`config.mk`:
```
export PLATFORM = sky130hd
export DESIGN_NAME = alo_core
export DESIGN_NICKNAME = d
export VERILOG_FILES = /design/src/core/alo_pkg.sv /design/src/core/alo_alu_if.sv /design/src/core/alo_alu.sv /design/src/core/alo_pf_agu.sv /design/src/core/alo_core.sv
export SDC_FILE = /design/constraint.sdc
export NUM_CORES = 2
export LEC_CHECK = 0
export BUFFER_PORTS_ARGS = -buffer_cell sky130_fd_sc_hd__buf_4
export CORE_MARGIN = 1
export CORE_UTILIZATION = 58
export DETAILED_ROUTE_END_ITERATION = 8
export GPL_TIMING_DRIVEN = 1
export PLACE_DENSITY = 0.71
export REMOVE_ABC_BUFFERS = 1
export SKIP_CTS_REPAIR_TIMING = 1
export SLEW_MARGIN = 20
export SYNTH_ARGS = -nofsm -noshare
export SYNTH_HDL_FRONTEND = slang
export SYNTH_SLANG_ARGS = --single-unit
```
`constraint.sdc`:
```
create_clock -name mclk -period 43.4 [get_ports mclk]
set_input_delay 4.34 -clock mclk [delete_from_list [all_inputs] [get_ports mclk]]
set_output_delay 4.34 -clock mclk [all_outputs]
set_load 0.05 [all_outputs]
```
`src/core/alo_pkg.sv`:
```
package alo_pkg;

  // =========================================================
  // register map (byte addresses in a 4 KiB window)
  localparam logic [11:0] OFF_INSTR = 12'h000;
  localparam logic [11:0] OFF_STATUS = 12'h004;
  localparam logic [11:0] OFF_ACCA_LO = 12'h008;
  localparam logic [11:0] OFF_ACCA_HI = 12'h00c;
  localparam logic [11:0] OFF_ACCB_LO = 12'h010;
  localparam logic [11:0] OFF_ACCB_HI = 12'h014;
  localparam logic [11:0] OFF_IMPLICIT_WORK_REG_BASE = 12'h040;
  localparam logic [11:0] OFF_DMEM_BASE = 12'h080;

  // =========================================================
  // status fields
  localparam int BIT_C = 0;
  localparam int BIT_DC = 1;
  localparam int BIT_N = 2;
  localparam int BIT_OV = 3;
  localparam int BIT_Z = 4;
  localparam int BIT_OA = 5;
  localparam int BIT_OB = 6;
  localparam int BIT_SA = 7;
  localparam int BIT_SB = 8;
  localparam int BIT_ILL = 15;
  localparam logic [15:0] STATUS_RST = 16'h0000;
  localparam logic [15:0] IMPLICIT_WORK_REG_RST = 16'h0000;
  localparam logic [39:0] ACC_RST = 40'h00_0000_0000;
  localparam logic [23:0] INSTR_RST = 24'h00_0000;

  // =========================================================
  // sizes and fixed register numbers
  localparam int NUM_IMPLICIT_WORK_REG = 16;
  localparam int NUM_DMEM = 16;
  localparam logic [3:0] IMPL_IMPLICIT_WORK_REG = 4'h0;
  localparam logic [3:0] REM_IMPLICIT_WORK_REG = 4'h1;
  localparam logic [3:0] PF_DEST_BASE = 4'h4;
  localparam logic [3:0] W8 = 4'h8;
  localparam logic [3:0] W10 = 4'ha;
  localparam logic [3:0] W12 = 4'hc;

  // =========================================================
  // opcode byte: form in the upper nibble, kind in the low bits
  localparam logic [3:0] FORM_FILE = 4'h1;
  localparam logic [3:0] FORM_LONG = 4'h2;
  localparam logic [3:0] FORM_REGS = 4'h3;
  localparam logic [3:0] FORM_SHORT = 4'h4;
  localparam logic [3:0] FORM_ACC = 4'h5;
  localparam logic [3:0] FORM_MAC = 4'h6;
  localparam logic [3:0] FORM_SQR = 4'h7;
  localparam logic [3:0] FORM_DIV = 4'h8;
  localparam logic [1:0] KIND_ADD = 2'h0;
  localparam logic [1:0] KIND_CARRY_ADD_OP = 2'h1;
  localparam logic [1:0] KIND_AND = 2'h2;

  // =========================================================
  // prefetch mode codes
  localparam logic [3:0] PF_BANK = 4'h7;
  localparam logic [3:0] PF_INDEXED = 4'he;
  localparam logic [3:0] PF_NONE = 4'hf;
  localparam logic [2:0] NUM_PAIRS = 3'h6;

  localparam logic [1:0] RESP_OKAY = 2'h0;
  localparam logic [1:0] RESP_SLVERR = 2'h2;

  typedef enum logic {ALO_ADD, ALO_AND} alo_aluop_t;

endpackage

```
`src/core/alo_alu_if.sv`:
```
`timescale 1ns/1ns
interface alo_alu_if;
  alo_pkg::alo_aluop_t op;
  logic [15:0] a;
  logic [15:0] b;
  logic cin;
  logic [15:0] res;
  logic c;
  logic dc;
  logic n;
  logic ov;
  logic z;
  modport alu (input op, input a, input b, input cin, output res, output c, output dc, output n, output ov, output z);
  modport core (output op, output a, output b, output cin, input res, input c, input dc, input n, input ov, input z);
endinterface

```
`src/core/alo_alu.sv`:
```
`timescale 1ns/1ns
module alo_alu (
  // operands and result
  alo_alu_if.alu bus
);

  logic [16:0] sum;
  logic [4:0] low_sum;

  // =========================================================
  // add with optional carry, or bitwise and
  always_comb begin
    sum = {1'b0, bus.a} + {1'b0, bus.b} + {16'h0000, bus.cin};
    low_sum = {1'b0, bus.a[3:0]} + {1'b0, bus.b[3:0]} + {4'h0, bus.cin};
    if (bus.op == alo_pkg::ALO_AND) begin
      bus.res = bus.a & bus.b;
    end else begin
      bus.res = sum[15:0];
    end
    bus.c = sum[16];
    bus.dc = low_sum[4];
    bus.ov = (bus.a[15] == bus.b[15]) && (sum[15] != bus.a[15]);
    bus.n = bus.res[15];
    bus.z = (bus.res == 16'h0000);
  end

endmodule

```
`src/core/alo_pf_agu.sv`:
```
`timescale 1ns/1ns
module alo_pf_agu (
  // mode code from the instruction
  input wire logic [3:0] mode,
  // pointer pair and index register
  input wire logic [15:0] ptr_lo,
  input wire logic [15:0] ptr_hi,
  input wire logic [15:0] ofs,
  // decoded access
  output logic fetch_en,
  output logic ptr_sel,
  output logic ptr_upd,
  output logic [15:0] ea,
  output logic [15:0] ptr_nxt
);

  logic [3:0] k;
  logic [15:0] step;

  // =========================================================
  // codes 0-6 use the low pointer, 7-13 the high one
  always_comb begin
    ptr_sel = (mode >= alo_pkg::PF_BANK);
    k = ptr_sel ? (mode - alo_pkg::PF_BANK) : mode;
    case (k)
      4'h0: step = 16'h0006;
      4'h1: step = 16'h0004;
      4'h2: step = 16'h0002;
      4'h4: step = 16'hfffa;
      4'h5: step = 16'hfffc;
      4'h6: step = 16'hfffe;
      default: step = 16'h0000;
    endcase
    fetch_en = (mode != alo_pkg::PF_NONE);
    ptr_upd = (mode < alo_pkg::PF_INDEXED) && (step != 16'h0000);
    if (mode == alo_pkg::PF_INDEXED) begin
      ptr_sel = 1'b1;
      ea = ptr_hi + ofs;
    end else begin
      ea = ptr_sel ? ptr_hi : ptr_lo;
    end
    ptr_nxt = ea + step;
  end

endmodule

```
`src/core/alo_core.sv`:
```
// The placing of the registers and register access over AXI4-Lite were chosen for this implementation.
`timescale 1ns/1ns
// How it works
// - sixteen working registers, each usable as base, source or destination.
// - file-register forms use register 0 as second operand and optional destination.
// - squaring multiplies one of registers 4 to 7 by itself.
// - multiply takes one of six ordered pairs from registers 4 to 7.
// - x prefetch via register 8 or 9, steps 2/4/6, indexed 9+12, or none.
// - y prefetch via register 10 or 11, same steps, indexed 11+12, or none.
// - x prefetch data lands in a chosen register 4 to 7.
// - y prefetch data lands in its own chosen register 4 to 7.
// - divide reads dividend and divisor registers directly, no address modes.
// - accumulator add sign-extends, shifts, adds; touches only accumulator flags.
// - long literal carry add: literal plus register plus carry back to register.
// - file carry add to register 0: file plus register 0 plus carry.
// - short literal carry add: base plus five-bit literal plus carry into destination.
// - one 24-bit instruction word, upper 8 bits are the opcode.
module alo_core (
  // clock and reset
  input wire logic mclk,
  input wire logic rst,
  // axi4-lite write address
  input wire logic [31:0] s_axi_awaddr,
  input wire logic s_axi_awvalid,
  output logic s_axi_awready,
  // axi4-lite write data
  input wire logic [31:0] s_axi_wdata,
  input wire logic [3:0] s_axi_wstrb,
  input wire logic s_axi_wvalid,
  output logic s_axi_wready,
  // axi4-lite write response
  output logic [1:0] s_axi_bresp,
  output logic s_axi_bvalid,
  input wire logic s_axi_bready,
  // axi4-lite read address
  input wire logic [31:0] s_axi_araddr,
  input wire logic s_axi_arvalid,
  output logic s_axi_arready,
  // axi4-lite read data
  output logic [31:0] s_axi_rdata,
  output logic [1:0] s_axi_rresp,
  output logic s_axi_rvalid,
  input wire logic s_axi_rready
);

  logic [15:0] w_ff [alo_pkg::NUM_IMPLICIT_WORK_REG];
  logic [15:0] dmem_ff [alo_pkg::NUM_DMEM];
  logic [39:0] acc_ff [2];
  logic [15:0] stat_ff;
  logic [23:0] instr_ff;
  logic awready_ff, wready_ff, bvalid_ff, arready_ff, rvalid_ff;
  logic aw_hold_ff, w_hold_ff;
  logic [31:0] awaddr_ff, wdata_ff, rdata_ff;
  logic [3:0] wstrb_ff;
  logic [1:0] bresp_ff, rresp_ff;

  assign s_axi_awready = awready_ff;
  assign s_axi_wready = wready_ff;
  assign s_axi_bvalid = bvalid_ff;
  assign s_axi_bresp = bresp_ff;
  assign s_axi_arready = arready_ff;
  assign s_axi_rvalid = rvalid_ff;
  assign s_axi_rdata = rdata_ff;
  assign s_axi_rresp = rresp_ff;

  function automatic logic mapped(input logic [31:0] a);
    logic [11:0] r;
    r = {a[11:2], 2'h0};
    mapped = (a[31:12] == 20'h00000) && ((r == alo_pkg::OFF_INSTR) || (r == alo_pkg::OFF_STATUS)
      || (r == alo_pkg::OFF_ACCA_LO) || (r == alo_pkg::OFF_ACCA_HI)
      || (r == alo_pkg::OFF_ACCB_LO) || (r == alo_pkg::OFF_ACCB_HI)
      || (r[11:6] == alo_pkg::OFF_IMPLICIT_WORK_REG_BASE[11:6]) || (r[11:6] == alo_pkg::OFF_DMEM_BASE[11:6]));
  endfunction

  function automatic logic [15:0] merge16(input logic [15:0] old, input logic [15:0] nw, input logic [1:0] st);
    merge16 = {st[1] ? nw[15:8] : old[15:8], st[0] ? nw[7:0] : old[7:0]};
  endfunction

  // =========================================================
  // axi4-lite write channel: address and data taken in any order
  logic wr_go;
  logic [11:0] wa;
  logic bad_instr_strb;
  assign wr_go = aw_hold_ff && w_hold_ff && !bvalid_ff;
  assign wa = {awaddr_ff[11:2], 2'h0};
  assign bad_instr_strb = (wa == alo_pkg::OFF_INSTR) && (wstrb_ff[2:0] != 3'h7);

  always_ff @(posedge mclk) begin
    if (rst) begin
      awready_ff <= 1'b0;
      aw_hold_ff <= 1'b0;
      awaddr_ff <= 32'h0000_0000;
    end else if (s_axi_awvalid && awready_ff) begin
      awready_ff <= 1'b0;
      aw_hold_ff <= 1'b1;
      awaddr_ff <= s_axi_awaddr;
    end else if (bvalid_ff && s_axi_bready) begin
      aw_hold_ff <= 1'b0;
    end else if (!aw_hold_ff && !bvalid_ff) begin
      awready_ff <= 1'b1;
    end
  end

  always_ff @(posedge mclk) begin
    if (rst) begin
      wready_ff <= 1'b0;
      w_hold_ff <= 1'b0;
      wdata_ff <= 32'h0000_0000;
      wstrb_ff <= 4'h0;
    end else if (s_axi_wvalid && wready_ff) begin
      wready_ff <= 1'b0;
      w_hold_ff <= 1'b1;
      wdata_ff <= s_axi_wdata;
      wstrb_ff <= s_axi_wstrb;
    end else if (bvalid_ff && s_axi_bready) begin
      w_hold_ff <= 1'b0;
    end else if (!w_hold_ff && !bvalid_ff) begin
      wready_ff <= 1'b1;
    end
  end

  always_ff @(posedge mclk) begin
    if (rst) begin
      bvalid_ff <= 1'b0;
      bresp_ff <= alo_pkg::RESP_OKAY;
    end else if (wr_go) begin
      bvalid_ff <= 1'b1;
      bresp_ff <= (mapped(awaddr_ff) && !bad_instr_strb) ? alo_pkg::RESP_OKAY : alo_pkg::RESP_SLVERR;
    end else if (s_axi_bready) begin
      bvalid_ff <= 1'b0;
    end
  end

  // =========================================================
  // bus writes into registers and data memory
  logic wr_ok, bw_we, bm_we, exec_go;
  logic [3:0] wr_idx;
  assign wr_ok = wr_go && mapped(awaddr_ff) && !bad_instr_strb;
  assign wr_idx = wa[5:2];
  assign bw_we = wr_ok && (wa[11:6] == alo_pkg::OFF_IMPLICIT_WORK_REG_BASE[11:6]);
  assign bm_we = wr_ok && (wa[11:6] == alo_pkg::OFF_DMEM_BASE[11:6]);
  assign exec_go = wr_ok && (wa == alo_pkg::OFF_INSTR);

  // =========================================================
  // instruction decode
  logic [23:0] ins;
  logic [3:0] form;
  logic [1:0] kind;
  assign ins = wdata_ff[23:0];
  assign form = ins[23:20];
  assign kind = ins[17:16];

  alo_alu_if alu_bus ();
  alo_alu u_alu (
    .bus(alu_bus)
  );

  logic xf_en, xp_sel, xp_upd, yf_en, yp_sel, yp_upd;
  logic [15:0] x_ea, x_np, y_ea, y_np;

  alo_pf_agu u_xagu (
    .mode(ins[11:8]),
    .ptr_lo(w_ff[alo_pkg::W8]),
    .ptr_hi(w_ff[alo_pkg::W8 + 4'h1]),
    .ofs(w_ff[alo_pkg::W12]),
    .fetch_en(xf_en),
    .ptr_sel(xp_sel),
    .ptr_upd(xp_upd),
    .ea(x_ea),
    .ptr_nxt(x_np)
  );

  alo_pf_agu u_yagu (
    .mode(ins[7:4]),
    .ptr_lo(w_ff[alo_pkg::W10]),
    .ptr_hi(w_ff[alo_pkg::W10 + 4'h1]),
    .ofs(w_ff[alo_pkg::W12]),
    .fetch_en(yf_en),
    .ptr_sel(yp_sel),
    .ptr_upd(yp_upd),
    .ea(y_ea),
    .ptr_nxt(y_np)
  );

  logic alu_use, keep_cdo, ill, acc_use, acc_sel, dsp, d_we, d_mem, r_we;
  logic [3:0] d_idx, m_idx, n_idx;
  logic [15:0] d_val, r_val;
  logic signed [39:0] addend;
  logic [40:0] acc_sum;
  logic signed [31:0] prod;

  always_comb begin
    alu_bus.op = alo_pkg::ALO_ADD;
    alu_bus.a = 16'h0000;
    alu_bus.b = w_ff[alo_pkg::IMPL_IMPLICIT_WORK_REG];
    alu_bus.cin = (kind == alo_pkg::KIND_CARRY_ADD_OP) && stat_ff[alo_pkg::BIT_C];
    alu_use = 1'b0;
    keep_cdo = (kind == alo_pkg::KIND_AND);
    ill = 1'b0;
    acc_use = 1'b0;
    acc_sel = ins[15];
    dsp = 1'b0;
    d_mem = 1'b0;
    d_idx = ins[3:0];
    r_we = 1'b0;
    r_val = 16'h0000;
    m_idx = alo_pkg::PF_DEST_BASE;
    n_idx = alo_pkg::PF_DEST_BASE;
    addend = 40'sh00_0000_0000;
    prod = 32'sh0000_0000;
    if (kind == alo_pkg::KIND_AND) begin
      alu_bus.op = alo_pkg::ALO_AND;
    end
    case (form)
      alo_pkg::FORM_FILE: begin
        alu_bus.a = dmem_ff[ins[4:1]];
        alu_use = 1'b1;
        d_mem = ins[13];
        d_idx = d_mem ? ins[4:1] : alo_pkg::IMPL_IMPLICIT_WORK_REG;
      end
      alo_pkg::FORM_LONG: begin
        alu_bus.a = w_ff[ins[3:0]];
        alu_bus.b = {6'h00, ins[13:4]};
        alu_use = 1'b1;
      end
      alo_pkg::FORM_REGS: begin
        alu_bus.a = w_ff[ins[11:8]];
        alu_bus.b = w_ff[ins[7:4]];
        alu_use = 1'b1;
      end
      alo_pkg::FORM_SHORT: begin
        alu_bus.a = w_ff[ins[15:12]];
        alu_bus.b = {11'h000, ins[8:4]};
        alu_use = 1'b1;
      end
      alo_pkg::FORM_ACC: begin
        acc_use = 1'b1;
        addend = {{8{w_ff[ins[3:0]][15]}}, w_ff[ins[3:0]], 16'h0000};
        if (ins[14]) begin
          addend = addend <<< (5'h10 - {1'b0, ins[14:11]});
        end else begin
          addend = addend >>> {1'b0, ins[14:11]};
        end
      end
      alo_pkg::FORM_MAC: begin
        ill = (ins[14:12] >= alo_pkg::NUM_PAIRS);
        case (ins[14:12])
          3'h0: begin m_idx = 4'h4; n_idx = 4'h5; end
          3'h1: begin m_idx = 4'h4; n_idx = 4'h6; end
          3'h2: begin m_idx = 4'h4; n_idx = 4'h7; end
          3'h3: begin m_idx = 4'h5; n_idx = 4'h6; end
          3'h4: begin m_idx = 4'h5; n_idx = 4'h7; end
          default: begin m_idx = 4'h6; n_idx = 4'h7; end
        endcase
        acc_use = !ill;
        dsp = !ill;
      end
      alo_pkg::FORM_SQR: begin
        m_idx = alo_pkg::PF_DEST_BASE + {2'h0, ins[13:12]};
        n_idx = m_idx;
        acc_use = 1'b1;
        dsp = 1'b1;
      end
      alo_pkg::FORM_DIV: begin
        d_idx = alo_pkg::IMPL_IMPLICIT_WORK_REG;
        r_we = (w_ff[ins[3:0]] != 16'h0000);
        r_val = w_ff[ins[7:4]] % w_ff[ins[3:0]];
      end
      default: begin
        ill = 1'b1;
      end
    endcase
    if (dsp) begin
      prod = $signed(w_ff[m_idx]) * $signed(w_ff[n_idx]);
      addend = {{8{prod[31]}}, prod};
    end
    if (alu_use && kind == 2'h3) begin
      alu_use = 1'b0;
      ill = 1'b1;
    end
    d_we = alu_use || r_we;
    d_val = r_we ? (w_ff[ins[7:4]] / w_ff[ins[3:0]]) : alu_bus.res;
    acc_sum = {acc_ff[acc_sel][39], acc_ff[acc_sel]} + {addend[39], addend};
  end

  // =========================================================
  // working registers: bus, result, remainder, prefetch, pointers
  logic [15:0] xf_val, yf_val;
  logic [3:0] xd_idx, yd_idx, xp_idx, yp_idx;
  assign xf_val = dmem_ff[x_ea[4:1]];
  assign yf_val = dmem_ff[y_ea[4:1]];
  assign xd_idx = alo_pkg::PF_DEST_BASE + {2'h0, ins[3:2]};
  assign yd_idx = alo_pkg::PF_DEST_BASE + {2'h0, ins[1:0]};
  assign xp_idx = alo_pkg::W8 + {3'h0, xp_sel};
  assign yp_idx = alo_pkg::W10 + {3'h0, yp_sel};

  genvar gi;
  generate
    for (gi = 0; gi < alo_pkg::NUM_IMPLICIT_WORK_REG; gi++) begin : g_implicit_work_reg
      always_ff @(posedge mclk) begin
        if (rst) begin
          w_ff[gi] <= alo_pkg::IMPLICIT_WORK_REG_RST;
        end else if (bw_we && wr_idx == 4'(gi)) begin
          w_ff[gi] <= merge16(w_ff[gi], wdata_ff[15:0], wstrb_ff[1:0]);
        end else if (exec_go && d_we && !d_mem && d_idx == 4'(gi)) begin
          w_ff[gi] <= d_val;
        end else if (exec_go && r_we && alo_pkg::REM_IMPLICIT_WORK_REG == 4'(gi)) begin
          w_ff[gi] <= r_val;
        end else if (exec_go && dsp && xf_en && xd_idx == 4'(gi)) begin
          w_ff[gi] <= xf_val;
        end else if (exec_go && dsp && yf_en && yd_idx == 4'(gi)) begin
          w_ff[gi] <= yf_val;
        end else if (exec_go && dsp && xp_upd && xp_idx == 4'(gi)) begin
          w_ff[gi] <= x_np;
        end else if (exec_go && dsp && yp_upd && yp_idx == 4'(gi)) begin
          w_ff[gi] <= y_np;
        end
      end
    end
    for (gi = 0; gi < alo_pkg::NUM_DMEM; gi++) begin : g_dmem
      always_ff @(posedge mclk) begin
        if (rst) begin
          dmem_ff[gi] <= alo_pkg::IMPLICIT_WORK_REG_RST;
        end else if (bm_we && wr_idx == 4'(gi)) begin
          dmem_ff[gi] <= merge16(dmem_ff[gi], wdata_ff[15:0], wstrb_ff[1:0]);
        end else if (exec_go && d_we && d_mem && d_idx == 4'(gi)) begin
          dmem_ff[gi] <= d_val;
        end
      end
    end
  endgenerate

  // =========================================================
  // accumulators
  always_ff @(posedge mclk) begin
    if (rst) begin
      acc_ff[0] <= alo_pkg::ACC_RST;
      acc_ff[1] <= alo_pkg::ACC_RST;
    end else if (wr_ok && (wa == alo_pkg::OFF_ACCA_LO || wa == alo_pkg::OFF_ACCB_LO)) begin
      acc_ff[wa[4]][31:0] <= wdata_ff;
    end else if (wr_ok && (wa == alo_pkg::OFF_ACCA_HI || wa == alo_pkg::OFF_ACCB_HI)) begin
      acc_ff[wa[4]][39:32] <= wdata_ff[7:0];
    end else if (exec_go && acc_use) begin
      acc_ff[acc_sel] <= acc_sum[39:0];
    end
  end

  // =========================================================
  // status flags; saturation and illegal bits are sticky
  logic oa_nxt, sa_nxt;
  assign oa_nxt = !((&acc_sum[39:31]) || !(|acc_sum[39:31]));
  assign sa_nxt = (acc_sum[40] != acc_sum[39]);

  always_ff @(posedge mclk) begin
    if (rst) begin
      stat_ff <= alo_pkg::STATUS_RST;
    end else if (wr_ok && wa == alo_pkg::OFF_STATUS) begin
      stat_ff <= merge16(stat_ff, wdata_ff[15:0], wstrb_ff[1:0]);
    end else if (exec_go) begin
      if (alu_use) begin
        stat_ff[alo_pkg::BIT_N] <= alu_bus.n;
        stat_ff[alo_pkg::BIT_Z] <= alu_bus.z;
        if (!keep_cdo) begin
          stat_ff[alo_pkg::BIT_C] <= alu_bus.c;
          stat_ff[alo_pkg::BIT_DC] <= alu_bus.dc;
          stat_ff[alo_pkg::BIT_OV] <= alu_bus.ov;
        end
      end
      if (acc_use && !acc_sel) begin
        stat_ff[alo_pkg::BIT_OA] <= oa_nxt;
        stat_ff[alo_pkg::BIT_SA] <= stat_ff[alo_pkg::BIT_SA] | sa_nxt;
      end
      if (acc_use && acc_sel) begin
        stat_ff[alo_pkg::BIT_OB] <= oa_nxt;
        stat_ff[alo_pkg::BIT_SB] <= stat_ff[alo_pkg::BIT_SB] | sa_nxt;
      end
      if (ill) begin
        stat_ff[alo_pkg::BIT_ILL] <= 1'b1;
      end
    end
  end

  always_ff @(posedge mclk) begin
    if (rst) begin
      instr_ff <= alo_pkg::INSTR_RST;
    end else if (exec_go) begin
      instr_ff <= ins;
    end
  end

  // =========================================================
  // axi4-lite read channel
  logic [11:0] ra;
  logic [31:0] rd_mux;
  assign ra = {s_axi_araddr[11:2], 2'h0};

  always_comb begin
    rd_mux = 32'h0000_0000;
    if (ra[11:6] == alo_pkg::OFF_IMPLICIT_WORK_REG_BASE[11:6]) begin
      rd_mux = {16'h0000, w_ff[ra[5:2]]};
    end else if (ra[11:6] == alo_pkg::OFF_DMEM_BASE[11:6]) begin
      rd_mux = {16'h0000, dmem_ff[ra[5:2]]};
    end else begin
      case (ra)
        alo_pkg::OFF_INSTR: rd_mux = {8'h00, instr_ff};
        alo_pkg::OFF_STATUS: rd_mux = {16'h0000, stat_ff};
        alo_pkg::OFF_ACCA_LO: rd_mux = acc_ff[0][31:0];
        alo_pkg::OFF_ACCA_HI: rd_mux = {24'h00_0000, acc_ff[0][39:32]};
        alo_pkg::OFF_ACCB_LO: rd_mux = acc_ff[1][31:0];
        alo_pkg::OFF_ACCB_HI: rd_mux = {24'h00_0000, acc_ff[1][39:32]};
        default: rd_mux = 32'h0000_0000;
      endcase
    end
  end

  always_ff @(posedge mclk) begin
    if (rst) begin
      arready_ff <= 1'b0;
      rvalid_ff <= 1'b0;
      rdata_ff <= 32'h0000_0000;
      rresp_ff <= alo_pkg::RESP_OKAY;
    end else if (s_axi_arvalid && arready_ff) begin
      arready_ff <= 1'b0;
      rvalid_ff <= 1'b1;
      rdata_ff <= mapped(s_axi_araddr) ? rd_mux : 32'h0000_0000;
      rresp_ff <= mapped(s_axi_araddr) ? alo_pkg::RESP_OKAY : alo_pkg::RESP_SLVERR;
    end else if (rvalid_ff && s_axi_rready) begin
      rvalid_ff <= 1'b0;
    end else if (!rvalid_ff) begin
      arready_ff <= 1'b1;
    end
  end

endmodule

```
* Yosys cells after proc, flatten, opt, wreduce, memory -nomap -nowiden
Memories as Yosys holds them, arrays and structs flattened. A register that Yosys moved wholly into a read port is not among the register bits.
Index checks and enable logic that the tools add are counted.
** Word-level totals
- Bits of input ports :: 107
- Output and inout bits :: 41
- Register bits after elaboration :: 150
- Bits in writable memories :: 592
- Memories :: 3
** Operators by class
- Div/mod/pow operators :: 2
- Order comparisons :: 5
- Muxes and demuxes :: 1063
- $add $sub $neg :: 17
- Bitwise operators :: 264
- Equal/unequal tests :: 204
- Reduce and logical (&&, ||, !) cells :: 308
- $mul :: 1
- Shift-type cells :: 2
** Memories
- dmem_ff :: words 16, width 16, rd ports 4, clocked after memory_dff 1, wr ports 16, line alo_core.sv:47 : logic [15:0] dmem_ff [alo_pkg::NUM_DMEM];
- w_ff :: words 16, width 16, rd ports 13, clocked after memory_dff 4, wr ports 16, line alo_core.sv:46 : logic [15:0] w_ff [alo_pkg::NUM_IMPLICIT_WORK_REG];
- acc_ff :: words 2, width 40, rd ports 3, clocked after memory_dff 1, wr ports 2, line alo_core.sv:48 : logic [39:0] acc_ff [2];
** Operators by type and width (count)
- $mux W8 :: 324
- $mux W1 :: 690
- $or A1 B1 Y1 :: 260
- $eq A4 B4 Y1 const B :: 51
- $mux W40 :: 5
- $pmux W16 S6 :: 2
- $pmux W32 S6 :: 1
- $logic_and A1 B1 Y1 :: 166
- $eq A4 B3 Y1 const B :: 34
- $reduce_and A2 Y1 :: 68
- $mux W16 :: 7
- $mux W32 :: 3
- $reduce_or A40 Y1 :: 2
- $add A16 B16 Y16 :: 4
- $eq A4 B2 Y1 const B :: 16
- $ne A1 B1 Y1 const B :: 64
- $pmux W16 S4 :: 1
- $mux W4 :: 13
- $pmux W16 S3 :: 1
- $reduce_bool A16 Y1 :: 3
- $add A40 B40 Y41 :: 1
- $eq A10 B2 Y1 const B :: 4
- $eq A10 B3 Y1 const B :: 4
- $logic_not A20 Y1 :: 2
- other kinds (55) :: 140

* Logic depth before layout (Yosys ltp)
- Depth in word-level cells :: 25
- Gate-level depth with buffers :: 156
- Gate-level depth less buffers :: 144

* Hierarchy
A second synthesis with hierarchy kept.
** Unflattened totals
- Cells, all modules :: 7949
- Area, all modules :: 78489.0 µm²
** By module, submodules not included
- alo_core :: cells an instance 7255, instances 1, area each 73454.2 µm²
- alo_pf_agu (u_yagu) :: cells an instance 290, instances 1, area each 2052.0 µm²
- alo_pf_agu (u_xagu) :: cells an instance 267, instances 1, area each 1983.2 µm²
- alo_alu :: cells an instance 137, instances 1, area each 999.7 µm²

* Least setup slack after synthesis
Ideal clock, no wire load.
- Kind :: register to register
- Start :: register with a tool-made name
- End :: memory w_ff[1][13] (data pin)
- Data arrival time :: 32189 ps
- Setup slack :: 11053 ps
- Path buffers :: 13
- Stages on the path, launching flop included :: 137
- Required time :: 43242 ps
- Clock period less this slack :: 32347 ps
- Cell sequence :: dfxtp_1 buf_6 mux4_2 mux4_2 or4_1 buf_2 a211oi_4 nand2_4 nor3_1 a21oi_1 a21oi_1 ha_1 o21a_1 nor2_1 nor4_2 mux2i_1 ha_1 o21a_1 [... 101 more ...] nand2_1 a311oi_1 clkbuf_1 buf_1 mux2i_1 fa_1 a21oi_1 o211ai_1 a21o_1 o31a_1 a31o_2 a221o_1 o22ai_1 and2_1 buf_1 nand2_1 o2bb2a_1 o211ai_1
** RTL lines (line)
- to (decl) :: alo_core.sv:46

==> impl_results.md <==
- Slowest stage delay, CP: 0.93 ns
- Worst vdd ir: 0.06228 mV
- Fin crit share: 0.9326
- Post-synth top area share: 0.2272
- Die height: 369.3 um
- DRT Pass-1 Iters: 9
- Clk pwr share: 0.221
- Total grt overflow: 0
- Number of flops mapped to enable cells by yosys: around 600
- Worst Setup Start Kind: flip-flop
- Ys flop type: edfxtp_1
- Fmax: 0.02471 GHz
- Distinct cells, synth: 100
- Drc violations: 43
- Cell repeated most along the worst path: ha_1
- Detailed Route WL: 339500 um
- Synth Cell Area: 78250 um2
- Sequential Power Share: 0.242
- Row count: about 130
- Avg Cell Area, Syn: between 10 and 15 um2
- WHS: about 0.45 ns
- Post-DP HPWL: approximately 250000 um
- Setup violators final: 0
- DR vias: between 70000 and 80000
- Root Driver: clkbuf_16
- Max cap viols: 1
- Top area cells in the synthesized netlist: edfxtp_1 23%, mux4_2 19%, fa_1 6.9%
- Placed instance area: just over 80000 um2
- Seq/Total Area, Yosys: 0.2686
- Maximum fanout along the worst path: 64
- Sw Pwr: approximately 1.5 mW
- Slew @ Worst Pin: ~1.5 ns
- IO Port Bufs: 140
- Initial antenna violation count: 19
- Chip width: 369.3 um
- Final worst setup slack: between 2 and 3 ns
- Min Tclk post-route: between 40 and 50 ns
- CTS Buf Count: between 80 and 90
- Worst setup EP type: flip-flop
- DR WL/cell: about 36 um
- Number of global-route vias before repair: 69440
- Hold Vio Cnt, Final: 0
- Worst EP required: roughly 44 ns
- DP Worst Slack: between 3 and 4 ns
- Synthesis-stage register bit count: 754
- 1st-iter DRT viols: ~12000
- Switching share of total power: 0.4310
- Power, Total: between 3 and 4 mW
- Initial Utilization: 0.5856
- Yosys warnings: 0
- Share of cells above drive strength 1: 0.2037
- Tot GR Track Use: 0.4922
- Largest net degree at the start of global routing: 65
- Vias per cell: 7.659
- Status: complete, but fails checks
- Int Power: roughly 2 mW
- First-pass GRT wire length: 483000 um
- Clk sinks: 754
- TritonCTS clock tree: done
- Setup TNS: 0 ns
- Fin area: roughly 85000 um2
- Die ar.: roughly 140000 um2
- Final core utilization: 0.6363
- Post-route ant nets: 0
- I/O pins: 148
- Most frequent cell after synthesis: nand2_1
- Crit path kind: flip-flop to flip-flop
- Asr flop ratio synth: 0
- Comb pwr share: 0.537
- Total core area: around 130000 um2
- Static Leak: about 32 nW
- Crit path max-delay cell type: buf_4
- Clock Tree Buf Depth: 3
- Slew Viols, Final: 3
- Failing checks: design-rule violations, max-capacitance violations, max-slew violations
- DP Cell Count: between 9000 and 10000
- Worst-Skew Late Latency: approximately 0.73 ns
- Clock transition at path regs: approximately 0.06 ns
- Cell Pwr Density: just over 40 nW/um2
- Arrival time worst endpoint: between 40 and 50 ns
- Fin cells: about 9400
- Post-Synthesis Cells: between 7000 and 8000
- Gpl congestion: ~1.1
- NumNets Final: between 8000 and 9000
- Worst Skew: approximately 0.036 ns
- RSZ-0062 raised after global routing: no
- Max_slew headroom: -0.02052
- Top cell type by total area after synthesis: edfxtp_1
- Tightest Hold Check Type: flip-flop to flip-flop
- P&R area growth vs syn: 8.663%
- Most instantiated cells after synthesis: 768 x nand2_1, 676 x mux4_2, 599 x nor2_1
- CTS H-tree lvls: 3
[state kept, by name, indices dropped and copies added (netlist names), 16 cells and up, named ones only]
register / cells
w_ff: 256
awaddr_ff: 30
acc_ff: 80
instr_ff: 24
dmem_ff: 256
stat_ff: 16
s_axi_rdata: 32
wdata_ff: 32
[power groups by stage]
stage,Clock (mW),Sequential [mW],Combinational [mW]
2_1_floorplan,0,0.855,1.29
3_3_place_gp,0,0.856,1.78
3_5_place_dp,0,0.859,1.81
4_1_cts,0.767,0.844,1.82
5_1_grt,0.794,0.849,2.02
6_report,0.776,0.848,1.88
[path summary, 6_finish.rpt]
kind / startpoint / end / slack [ns] / cells past startpoint
worst max-delay path: flip-flop / w_ff[1][9] / 2.92 / 129
worst min register to register: s_axi_rdata[30] / s_axi_rdata[30] / 0.45 / 2
worst max register to register: flip-flop / w_ff[1][9] / 2.92 / 129
worst min-delay path: s_axi_rdata[30] / s_axi_rdata[30] / 0.45 / 2
[cell families after synthesis]
kind of cell,after synthesis,share of synthesized area
multiplexers,1003,0.2387
AND/OR/NAND/NOR,2049,0.1191
adder cells (fa/ha/maj),608,0.1231
other,1,0.00004792
XOR/XNOR,201,0.02250
buffers and inverters,966,0.04760
AO/OA/AOI/OAI,2028,0.1803
flip-flops,754,0.2686
[critical path: cells and delay by family, from the launching register on]
kind | cells | cell delay, ns
and+or+nand+nor | 48 | 13.25
AOI/OAI and AO/OA | 52 | 15.96
muxes | 7 | 3.32
DFF | 1 | 0.77
adders and majority gates | 15 | 4.65
buffers and inverters | 7 | 2.05
[metal layers]
layer  track usage  part of all wire
met5      0.003205           0.00024
met2        0.7188              0.42
met3        0.1876              0.15
met4        0.3588             0.090
met1        0.5933              0.33
[cell usage in the layout (no fill, tap or decap), drive strengths merged, types with 138 or more instances in the layout]
cell	count
dfxtp	162
nand2	769
edfxtp	592
mux4	676
fa	270
nor2	599
ha	338
buf	426
inv	411
xnor2	138
o21ai	427
mux2	142
a21oi	394
mux2i	185
a22o	404
[area by class of cell]
type | instances | area, um2
clock inverter | 49 | 591.8
sequential | 754 | 21080
clock buffer | 106 | 2307
tap | 1768 | 2212
fill | 10700 | 48600
inverter | 407 | 1528
antenna | 16 | 40.04
timing repair buffer | 426 | 3209
multi-input combinational | 5891 | 54060
Note: power is estimated with default switching activity, not from simulation.
